## src/include/parc_pkg.sv

```systemverilog
package parc_pkg;
  localparam int ROW_W = 10;
  localparam int COL_W = 6;
  localparam int SER_W = ROW_W + COL_W;
  localparam logic [ROW_W-1:0] ROW_LAST = 10'h3FF;
  localparam logic [COL_W-1:0] COL_LAST = 6'h27;
  localparam logic [ROW_W-1:0] ROW_ORIGIN = 10'h000;
  localparam logic [COL_W-1:0] COL_ORIGIN = 6'h00;
  localparam int FILT_N = 2;
  localparam logic [1:0] HALF_LO = 2'h0;
  localparam logic [1:0] HALF_HI = 2'h1;
  typedef enum logic [1:0] {
    PARC_RST_IDLE = 2'b00,
    PARC_RST_MAIN = 2'b01,
    PARC_RST_DUAL = 2'b10
  } parc_rst_t;
endpackage

```

## src/rtl/parc_ctrl.sv

```systemverilog
`timescale 1ns/10ps
// Function
// - controller pulses memory precharge, then sample, at end of integration
// - readout of held memory runs during next integration
// - boost select sets internal memory boost low or high level
// - without dual slope, pixel reset follows external reset
// - dual slope reset pulse gives second reset to lower level
// - primary reset wins over dual slope reset
// - row sync starts readout at row start address, resyncs register
// - after row sync, each row clock rising edge selects next line
// - column sync starts line at column start address, resyncs register
// - start addresses arrive serially on one address line
// - serial clock shifts each address bit in
// - load pulse copies serial register to start addresses
// - column precharge shortens row blanking after new line
// - output load enable switches on active output load
// - column end of scan flags last column of full line
// - row end of scan flags last row of full frame
// - no end of scan during windowed readout
// - all control inputs filtered against spikes
// - first line after row sync is row start address
// - column clock rise routes first 16 bus columns
// - column clock fall routes last 16 bus columns
module parc_ctrl #(
  parameter int ROW_W = parc_pkg::ROW_W,
  parameter int COL_W = parc_pkg::COL_W
) (
  input wire logic mclk,
  input wire logic rst,
  input wire logic ce,
  input wire logic precharge_in,
  input wire logic sample_in,
  input wire logic memory_boost_level_select,
  input wire logic reset_in,
  input wire logic dual_slope_reset,
  input wire logic row_sync,
  input wire logic row_clk,
  input wire logic col_sync,
  input wire logic col_clk,
  input wire logic addr_serial,
  input wire logic serial_clk,
  input wire logic addr_load,
  input wire logic column_track_hold,
  input wire logic row_deselect,
  input wire logic col_precharge,
  input wire logic out_load_en,
  output logic mem_precharge,
  output logic mem_sample,
  output logic mem_boost_high,
  output logic pix_reset,
  output logic pix_reset_low_level,
  output logic [ROW_W-1:0] row_sel,
  output logic row_sel_valid,
  output logic [COL_W-1:0] col_sel,
  output logic col_half_hi,
  output logic col_track_hold_out,
  output logic col_deselect_out,
  output logic col_precharge_out,
  output logic active_load_on,
  output logic col_end_of_scan,
  output logic row_end_of_scan
);
  localparam int NIN = 16;
  localparam int SER_W = ROW_W + COL_W;

  // two-flop sync then a majority-free stability filter per input
  logic [NIN-1:0] raw, s1_reg, s2_reg, f_reg, f_next;
  logic [NIN-1:0] q1_reg;
  logic [NIN-1:0] q1_next;
  assign raw = {precharge_in, sample_in, memory_boost_level_select,
                reset_in, dual_slope_reset, row_sync, row_clk, col_sync,
                col_clk, addr_serial, serial_clk, addr_load,
                column_track_hold, row_deselect, col_precharge, out_load_en};

  // filtered bit takes a new level only after it holds FILT_N samples
  always_comb begin
    f_next = f_reg;
    q1_next = s2_reg;
    for (int i = 0; i < NIN; i++) begin
      if (s2_reg[i] == q1_reg[i]) begin
        f_next[i] = s2_reg[i];
      end
    end
  end

  always_ff @(posedge mclk) begin
    if (rst) begin
      s1_reg <= '0;
      s2_reg <= '0;
      q1_reg <= '0;
      f_reg <= '0;
    end else if (ce) begin
      s1_reg <= raw;
      s2_reg <= s1_reg;
      q1_reg <= s2_reg;
      f_reg <= f_next;
    end
  end

  logic f_pre, f_smp, f_boost, f_rst, f_ds, f_rsync, f_rclk, f_csync;
  logic f_cclk, f_addr, f_sclk, f_load, f_th, f_desel, f_pcol, f_oload;
  assign {f_pre, f_smp, f_boost, f_rst, f_ds, f_rsync, f_rclk, f_csync,
          f_cclk, f_addr, f_sclk, f_load, f_th, f_desel, f_pcol,
          f_oload} = f_reg;

  // edge history of the filtered clocks
  logic rclk_d_reg, cclk_d_reg, sclk_d_reg, load_d_reg;
  logic rclk_rise, cclk_rise, cclk_fall, sclk_rise, load_rise;
  assign rclk_rise = f_rclk & ~rclk_d_reg;
  assign cclk_rise = f_cclk & ~cclk_d_reg;
  assign cclk_fall = ~f_cclk & cclk_d_reg;
  assign sclk_rise = f_sclk & ~sclk_d_reg;
  assign load_rise = f_load & ~load_d_reg;

  // serial address and start registers
  logic [SER_W-1:0] shift_reg, shift_next;
  logic [ROW_W-1:0] row_start_reg, row_start_next;
  logic [COL_W-1:0] col_start_reg, col_start_next;

  always_comb begin
    shift_next = shift_reg;
    row_start_next = row_start_reg;
    col_start_next = col_start_reg;
    if (sclk_rise) begin
      shift_next = {shift_reg[SER_W-2:0], f_addr};
    end
    if (load_rise) begin
      row_start_next = shift_reg[SER_W-1:COL_W];
      col_start_next = shift_reg[COL_W-1:0];
    end
  end

  // row and column scan counters
  logic [ROW_W-1:0] row_reg, row_next;
  logic [COL_W-1:0] col_reg, col_next;
  logic row_act_reg, row_act_next, col_half_reg, col_half_next;
  logic row_full_reg, row_full_next, col_full_reg, col_full_next;
  logic row_eos_reg, row_eos_next, col_eos_reg, col_eos_next;

  function automatic logic is_full(input logic [SER_W-1:0] v,
                                   input logic [SER_W-1:0] origin);
    is_full = (v == origin);
  endfunction

  always_comb begin
    row_next = row_reg;
    row_act_next = row_act_reg;
    row_full_next = row_full_reg;
    col_next = col_reg;
    col_half_next = col_half_reg;
    col_full_next = col_full_reg;
    if (rclk_rise) begin
      if (f_rsync) begin
        row_next = row_start_reg;
        row_act_next = 1'b1;
        row_full_next = is_full(SER_W'(row_start_reg),
                                SER_W'(parc_pkg::ROW_ORIGIN));
      end else if (row_act_reg) begin
        row_next = ROW_W'(row_reg + 1'b1);
      end
    end
    if (cclk_rise) begin
      col_half_next = parc_pkg::HALF_LO[0];
      if (f_csync) begin
        col_next = col_start_reg;
        col_full_next = is_full(SER_W'(col_start_reg),
                                SER_W'(parc_pkg::COL_ORIGIN));
      end else begin
        col_next = COL_W'(col_reg + 1'b1);
      end
    end else if (cclk_fall) begin
      col_half_next = parc_pkg::HALF_HI[0];
    end
    // end of scan only when scan began at origin; windows stay silent
    row_eos_next = row_act_reg & row_full_reg &
                   (row_reg == parc_pkg::ROW_LAST);
    col_eos_next = col_full_reg &
                   (col_reg == parc_pkg::COL_LAST);
  end

  always_ff @(posedge mclk) begin
    if (rst) begin
      rclk_d_reg <= 1'b0;
      cclk_d_reg <= 1'b0;
      sclk_d_reg <= 1'b0;
      load_d_reg <= 1'b0;
      shift_reg <= '0;
      row_start_reg <= '0;
      col_start_reg <= '0;
      row_reg <= '0;
      row_act_reg <= 1'b0;
      row_full_reg <= 1'b0;
      col_reg <= '0;
      col_half_reg <= 1'b0;
      col_full_reg <= 1'b0;
      row_eos_reg <= 1'b0;
      col_eos_reg <= 1'b0;
    end else if (ce) begin
      rclk_d_reg <= f_rclk;
      cclk_d_reg <= f_cclk;
      sclk_d_reg <= f_sclk;
      load_d_reg <= f_load;
      shift_reg <= shift_next;
      row_start_reg <= row_start_next;
      col_start_reg <= col_start_next;
      row_reg <= row_next;
      row_act_reg <= row_act_next;
      row_full_reg <= row_full_next;
      col_reg <= col_next;
      col_half_reg <= col_half_next;
      col_full_reg <= col_full_next;
      row_eos_reg <= row_eos_next;
      col_eos_reg <= col_eos_next;
    end
  end

  // pixel reset drive: primary level dominates the dual slope level
  parc_pkg::parc_rst_t rst_state;
  logic pix_reset_next, pix_low_next;
  always_comb begin
    if (f_rst) begin
      rst_state = parc_pkg::PARC_RST_MAIN;
    end else if (f_ds) begin
      rst_state = parc_pkg::PARC_RST_DUAL;
    end else begin
      rst_state = parc_pkg::PARC_RST_IDLE;
    end
    pix_reset_next = 1'b0;
    pix_low_next = 1'b0;
    case (rst_state)
      parc_pkg::PARC_RST_MAIN: begin
        pix_reset_next = 1'b1;
      end
      parc_pkg::PARC_RST_DUAL: begin
        pix_reset_next = 1'b1;
        pix_low_next = 1'b1;
      end
      default: begin
        pix_reset_next = 1'b0;
      end
    endcase
  end

  // pixel pulse outputs registered; memory held, so scan is independent
  always_ff @(posedge mclk) begin
    if (rst) begin
      mem_precharge <= 1'b0;
      mem_sample <= 1'b0;
      mem_boost_high <= 1'b0;
      pix_reset <= 1'b0;
      pix_reset_low_level <= 1'b0;
      col_track_hold_out <= 1'b0;
      col_deselect_out <= 1'b0;
      col_precharge_out <= 1'b0;
      active_load_on <= 1'b0;
    end else if (ce) begin
      mem_precharge <= f_pre;
      mem_sample <= f_smp;
      mem_boost_high <= f_boost;
      pix_reset <= pix_reset_next;
      pix_reset_low_level <= pix_low_next;
      col_track_hold_out <= f_th;
      col_deselect_out <= f_desel;
      col_precharge_out <= f_pcol;
      active_load_on <= f_oload;
    end
  end

  assign row_sel = row_reg;
  assign row_sel_valid = row_act_reg;
  assign col_sel = col_reg;
  assign col_half_hi = col_half_reg;
  assign row_end_of_scan = row_eos_reg;
  assign col_end_of_scan = col_eos_reg;

  property p_dual_low;
    @(posedge mclk) disable iff (rst)
    ce && $past(ce) && $past(f_ds && !f_rst) |-> pix_reset_low_level;
  endproperty
  a_dual_low: assert property (p_dual_low)
    else $error("dual slope level missing");
  property p_main_wins;
    @(posedge mclk) disable iff (rst)
    ce && $past(ce) && $past(f_rst) |-> pix_reset && !pix_reset_low_level;
  endproperty
  a_main_wins: assert property (p_main_wins)
    else $error("primary reset not dominant");
  property p_row_start;
    @(posedge mclk) disable iff (rst)
    ce && rclk_rise && f_rsync |=> row_reg == $past(row_start_reg);
  endproperty
  a_row_start: assert property (p_row_start)
    else $error("row did not start at start address");
  property p_row_adv;
    @(posedge mclk) disable iff (rst)
    ce && rclk_rise && !f_rsync && row_act_reg
      |=> row_reg == ROW_W'($past(row_reg) + 1'b1);
  endproperty
  a_row_adv: assert property (p_row_adv)
    else $error("row did not advance");
  property p_col_start;
    @(posedge mclk) disable iff (rst)
    ce && cclk_rise && f_csync |=> col_reg == $past(col_start_reg);
  endproperty
  a_col_start: assert property (p_col_start)
    else $error("column did not start at start address");
  property p_load;
    @(posedge mclk) disable iff (rst)
    ce && load_rise |=> row_start_reg == $past(shift_reg[SER_W-1:COL_W]);
  endproperty
  a_load: assert property (p_load)
    else $error("address load failed");
  property p_win_eos;
    @(posedge mclk) disable iff (rst)
    !row_full_reg && !col_full_reg |=> !row_end_of_scan && !col_end_of_scan;
  endproperty
  a_win_eos: assert property (p_win_eos)
    else $error("end of scan during window");
  property p_half;
    @(posedge mclk) disable iff (rst)
    ce && cclk_fall |=> col_half_hi;
  endproperty
  a_half: assert property (p_half)
    else $error("upper half not routed");
  c_row: cover property (@(posedge mclk) row_end_of_scan);
  c_col: cover property (@(posedge mclk) col_end_of_scan);
  c_dual: cover property (@(posedge mclk) pix_reset_low_level);
endmodule

```

## config.mk

```make
export PLATFORM = sky130hd
export DESIGN_NAME = parc_ctrl
export DESIGN_NICKNAME = d
export VERILOG_FILES = /design/src/include/parc_pkg.sv /design/src/rtl/parc_ctrl.sv
export SDC_FILE = /design/constraint.sdc
export NUM_CORES = 1
export LEC_CHECK = 0
export BUFFER_PORTS_ARGS = -buffer_cell sky130_fd_sc_hd__buf_2
export CELL_PAD_IN_SITES_DETAIL_PLACEMENT = 0
export CELL_PAD_IN_SITES_GLOBAL_PLACEMENT = 1
export CORE_MARGIN = 8
export CORE_UTILIZATION = 40
export DETAILED_ROUTE_END_ITERATION = 6
export GPL_TIMING_DRIVEN = 0
export HOLD_SLACK_MARGIN = 0.1
export PLACE_DENSITY = 0.82
export RECOVER_POWER = 100
export SLEW_MARGIN = 10
export SYNTH_ARGS = -nofsm -noshare
export SYNTH_HDL_FRONTEND = slang
export SYNTH_SLANG_ARGS = --single-unit
```

## constraint.sdc

```tcl
create_clock -name mclk -period 1.4 [get_ports mclk]
set_input_delay 0 -clock mclk [delete_from_list [all_inputs] [get_ports mclk]]
set_output_delay 0 -clock mclk [all_outputs]
set_load 0.02 [all_outputs]
```

==> flow_summary.ini, run 1 <==
[timing]
setup_violations = 0
rsz0062_at_grt = yes
worst_pin_slew_ns = 0.7836
max_slew_margin_pct = 47.76
min_period_over_period_pct = 99.94
final_max_slew_viol_count = 0
period_needed_ns = 1.399
fmax_mhz = 714.7
hold_viol_final = 0
setup-tns-final_ns = 0
fin_skew_ns = 0.009150

[placed_design]
gp_congestion = 0.8329
place_area_sq_um = 5622
port_buffers = 46
hpwl_microns = 9078

[setup_path]
cp_data_required_time_ns = 1.74
r2r.worst_path.cells = 6
reg2reg_slack_ns = 0.0008
worstSetupEndpointType = flop
rr_endpoint = col_sel[4]
arrival_ns = 1.74
critPathKind = flop to flop
cp_max_fo = 10
crit_path_start_kind = flop
r2r-start = f_reg[7]

[global_route]
grt_pass1_wl_microns = 21940
first_global_vias = 4299
grt.overflow.total = 0
grt_start_max_net_pins = 17
grt_usage_pct = 16.70
grt_antenna_before_repair = 0

[floorplanning]
die_area_sq_um = 16800
start_util_pct = 40.93
num_rows = 41
die_w_microns = 129.6
die_h_microns = 129.6
core_area_sq_um = 12620
ioPinCount = 48

[synthesis]
ys_seq_area_share_pct = 50.78
syn_inst = 583
ys_types = 46
yosys_warnings = 0
synth-async-reset-ratio_pct = 0
synth_fp_nets = 605
synth_top_flop_cell = dfxtp_1
synth-seq-cells = 131
synth_area_sq_um = 5165
synth_edf_count = 0
syn_avg_cell_area_sq_um = 8.859

[clocking]
cts_max_level = 4
clk_pin_slew_worst_paths_ns = 0.05
cts_tree = yes
root_buffer = clkbuf_16
clock-sinks = 131
clock_latency_ns = 0.41
cts_buffers = 17
clock_path_buffers = 2

[cells_and_area]
nNetsFinal = 698
final_area_sq_um = 6513
drive_above_1_share_pct = 14.41
area_growth_pct = 26.09
layout_common_cells = dfxtp_1 (117), nand2_1 (102), nor2_1 (79), a21oi_1 (67), mux2i_1 (60)
final_util_pct = 51.61
final_common_cell = dfxtp_1

[drt]
vias = 4419
wire_per_inst_microns = 15.69
drt-total-wl_microns = 13500
vias_per_cell = 5.138
drtPass1Iterations = 5
drc_errors = 0
drt-initial-drc-count = 379
ant_nets = 0

[min_path]
whs_endpoint = shift_reg[0]
min_from = ce
hold_depth = 5
hold_path.class = input pin to flop

[pwr]
power_density_nw_per_um2 = 1306
ir_worst_vdd_mv = 1.130
p_leak_nw = 2.566

[outcome]
status = completed

[job]
drv_cap = 0
-- worst max-delay path, stage by stage, from the launching register on --
cell	delay, ns
dfxtp_4	0.37
ha_4	0.16
nand2_2	0.08
buf_8	0.14
or3_1	0.31
a21o_1	0.17
a21oi_1	0.10
-- per-stage QoR --
| stage | hold slack [ns] | worst slack (ns) | power, mW | instances |
|---|---|---|---|---|
| 3_3_place_gp | 0.2348 | -0.1841 | 4.262 | 801 |
| 2_1_floorplan | 0.1472 | -0.04664 | 4.142 | 583 |
| 5_1_grt | 0.1313 | -0.05820 | 8.821 | 859 |
| 3_5_place_dp | 0.2448 | -0.2185 | 4.273 | 801 |
| 6_report | 0.1062 | 0.0008217 | 8.506 | 860 |
| 4_1_cts | 0.1151 | -0.02039 | 8.561 | 850 |
-- what timing repair did --
action / in CTS / in global routing
hold endpoints to repair: 17 / 0
gates resized for setup: 21 / 15
buffers inserted: 2 / 9
endpoints found under the setup margin: 28 / 33
pin swaps: 1 / 3
hold buffers: 18 / 0
-- synthesized netlist by cell type (5+ instances only) --
cell / number / area, sq um
a21o_1: 16 / 120.1
a21oi_1: 67 / 335.3
buf_2: 9 / 45.04
clkbuf_1: 23 / 86.33
dfxtp_1: 131 / 2623
mux2i_1: 60 / 600.6
nand2_1: 103 / 386.6
nand3_1: 5 / 25.02
nor2_1: 79 / 296.5
nor3_1: 5 / 25.02
nor4_1: 6 / 37.54
o21ai_0: 16 / 80.08
o21ai_1: 6 / 30.03
-- kinds of logic (layout without fill, tap and decap cells) --
kind of cell    after synthesis  after routing  share of synthesized area [%]
flops                       131            131                          50.78
fa+ha+maj                     3              3                         0.7268
other cells                   0              1                              0
compound gates              129            129                          15.14
buf+inv                      41            145                          3.682
mux                          60             60                          11.63
simple gates                219            219                          18.05
-- power by group --
| part | switching [mW] | internal [mW] |
|---|---|---|
| Combinational | 0.231 | 0.159 |
| Clock | 1.54 | 2.75 |
| Sequential | 0.0491 | 3.78 |
-- routing by layer --
layer | GRT usage [%] | routed length [microns] | up-vias
li1 | - | - | 2200
met1 | 21.09 | 6471 | 2108
met2 | 26.62 | 6239 | 96
met3 | 4.478 | 570 | 15
met4 | 6.489 | 214 | 0
met5 | 0 | 0 | -
-- how the worst max path moves through the flow --
stage | cells past startpoint | from | end | slack, ns
floorplan | 4 | row_sel[3] | row_sel[9] | -0.05
global placement | 6 | f_reg[7] | col_sel[4] | -0.18
detailed placement | 6 | f_reg[7] | col_sel[4] | -0.22
CTS | 6 | f_reg[7] | col_sel[4] | -0.02
global route | 7 | cclk_d_reg | col_sel[4] | -0.06
finish | 6 | f_reg[7] | col_sel[4] | 0.0008
-- cell type report --
type | count | area, sq um
multi-input combinational | 411 | 2411
sequential | 131 | 2653
timing repair buffer | 75 | 454.2
antenna | 1 | 2.502
clock buffer | 26 | 529.3
fill | 1213 | 6107
clock inverter | 4 | 45.04
inverter | 6 | 36.28
buffer | 34 | 166.4
tap | 172 | 215.2
Power figures use the tool's default switching activity.
==> inputs of run 2 (changes only) <==
--- a/config.mk
+++ b/config.mk
@@ -15,6 +15,7 @@
 export HOLD_SLACK_MARGIN = 0.1
 export PLACE_DENSITY = 0.82
 export RECOVER_POWER = 100
+export REMOVE_ABC_BUFFERS = 1
 export SLEW_MARGIN = 10
 export SYNTH_ARGS = -nofsm -noshare
 export SYNTH_HDL_FRONTEND = slang
==> run 2 against run 1 <==
Against the previous run:
- sequential cell count unchanged
- via count down 4.0%
- final cell count down 2.0%
- final area up 1.8%
- worst hold slack better by 0.0056 ns
- routed wire length down 17%
- register-to-register slack about the same
- clock skew down 0.0018 ns
- combinational power up 5%
- fmax up 0.29%
- utilization up 0.93 points
- sequential share of layout area down 0.67 points
- critical path type unchanged
- critical endpoint is now row_sel[7]
- largest cell class unchanged
- largest power group unchanged
==> flow_summary.ini, run 2 (synthesis gave the netlist of run 1 again) <==
[outcome]
status = completed

[drt]
vias_per_cell = 5.031
vias = 4241
drt-initial-drc-count = 246
topRoutingLayerUsed = met4
drtPass1Iterations = 5
wl_met1_microns = 5188
drt-total-wl_microns = 11240
drc_errors = 0
wire_per_inst_microns = 13.34
met2WireLength_microns = 5377
met3WireLength_microns = 605
ant_nets = 0

[clocking]
cts_max_level = 4
clock_path_buffers = 2
clk_pin_slew_worst_paths_ns = 0.05
root_buffer = clkbuf_16
cts_buffers = 17
clock_latency_ns = 0.41
clock-sinks = 131
cts_tree = yes

[pwr]
power_density_nw_per_um2 = 1269
p_leak_nw = 2.607
p_total_mw = 8.414
ir_worst_vdd_mv = 0.8602

[setup_path]
crit_path_start_kind = flop
r2r.worst_path.cells = 5
worstSetupEndpointType = flop
r2r-start = row_sel[3]
critPathCapture = row_sel[7]
arrival_ns = 1.67
rr_endpoint = row_sel[7]
cp_data_required_time_ns = 1.68
reg2reg_slack_ns = 0.005
startpoint = row_sel[3]
cp_max_fo = 5
critPathKind = flop to flop

[placed_design]
gp_congestion = 0.7906
place_area_sq_um = 5522
port_buffers = 47
hpwl_microns = 6724

[cells_and_area]
num_antenna_cells = 0
layout_common_cells = dfxtp_1 (118), nand2_1 (102), nor2_1 (78), a21oi_1 (67), mux2i_1 (60)
nNetsFinal = 682
drive_above_1_share_pct = 14.75
area_growth_pct = 28.37
final_area_sq_um = 6630
final_common_cell = dfxtp_1

[global_route]
grt_start_max_net_pins = 67
grt_usage_pct = 14.16
first_global_vias = 4299
grt.overflow.total = 0
grt_antenna_before_repair = 0
grt_pass1_wl_microns = 19240

[floorplanning]
core_area_sq_um = 12620
die_w_microns = 129.6
num_rows = 41
ioPinCount = 48
die_h_microns = 129.6
die_area_sq_um = 16800
start_util_pct = 40.93

[timing]
fin_skew_ns = 0.007351
worst_pin_slew_ns = 0.6807
min_period_over_period_pct = 99.65
setup-tns-final_ns = 0
setup_violations = 0
fmax_mhz = 716.8
final_max_slew_viol_count = 0
hold_viol_final = 0
max_slew_margin_pct = 54.62
period_needed_ns = 1.395
rsz0062_at_grt = yes

[job]
drv_cap = 0

[min_path]
hold_path.class = input pin to flop
min_from = rst
-- run 2: how the worst min path moves through the flow --
stage	to	slack, ns	cells after the start
6_report	col_precharge_out	0.11	2
5_1_grt	q1_next[13]	0.14	2
4_1_cts	q1_reg[1]	0.10	2
3_5_place_dp	s1_reg[2]	0.24	3
3_3_place_gp	s1_reg[13]	0.24	3
2_1_floorplan	col_end_of_scan	0.07	1
-- run 2: layout make-up --
class	instances	area (sq um)
clock buffers	25	475.5
clock inverters	5	77.57
fillers	1168	5989
inverters	6	36.28
multi-input cells	411	2446
flip-flops and latches	131	2656
well taps	172	215.2
repair buffers	93	723.2
-- run 2: report_power, final --
part	leakage [nW]	internal (mW)	switching (mW)
clock	0.267	2.69	1.49
combinational	1.27	0.201	0.209
sequential	1.07	3.78	0.0450
total	2.61	6.67	1.74
-- run 2: routing by layer --
layer  track usage, %  vias to the layer above
li1                 -                     2175
met3            4.601                        7
met2            23.31                       75
met1            16.65                     1984
met4            5.943                        0
met5                0                        -
-- run 2: critical path, cell delays in order (launching register included) --
cell	delay [ns]
dfxtp_4	0.37
bufinv_8	0.18
or2_1	0.24
buf_4	0.15
nor4_1	0.27
nor3_1	0.07
-- run 2: what timing repair did --
item	in CTS	in global routing
buffers inserted	4	2
gates resized for setup	25	16
setup endpoints to repair	47	37
hold buffers	38	0
hold endpoints to repair	37	0
pin swaps	3	3
-- run 2: metrics by stage --
stage	hold slack (ns)	instances	worst slack (ns)	utilization, %
floorplan	0.06907	548	-0.1537	-
global placement	0.2362	767	-2.191	43.28
detailed placement	0.2419	769	-0.9155	43.75
CTS	0.1001	841	0.002488	52.17
global route	0.1367	843	-0.03891	52.54
finish	0.1118	843	0.004858	52.54
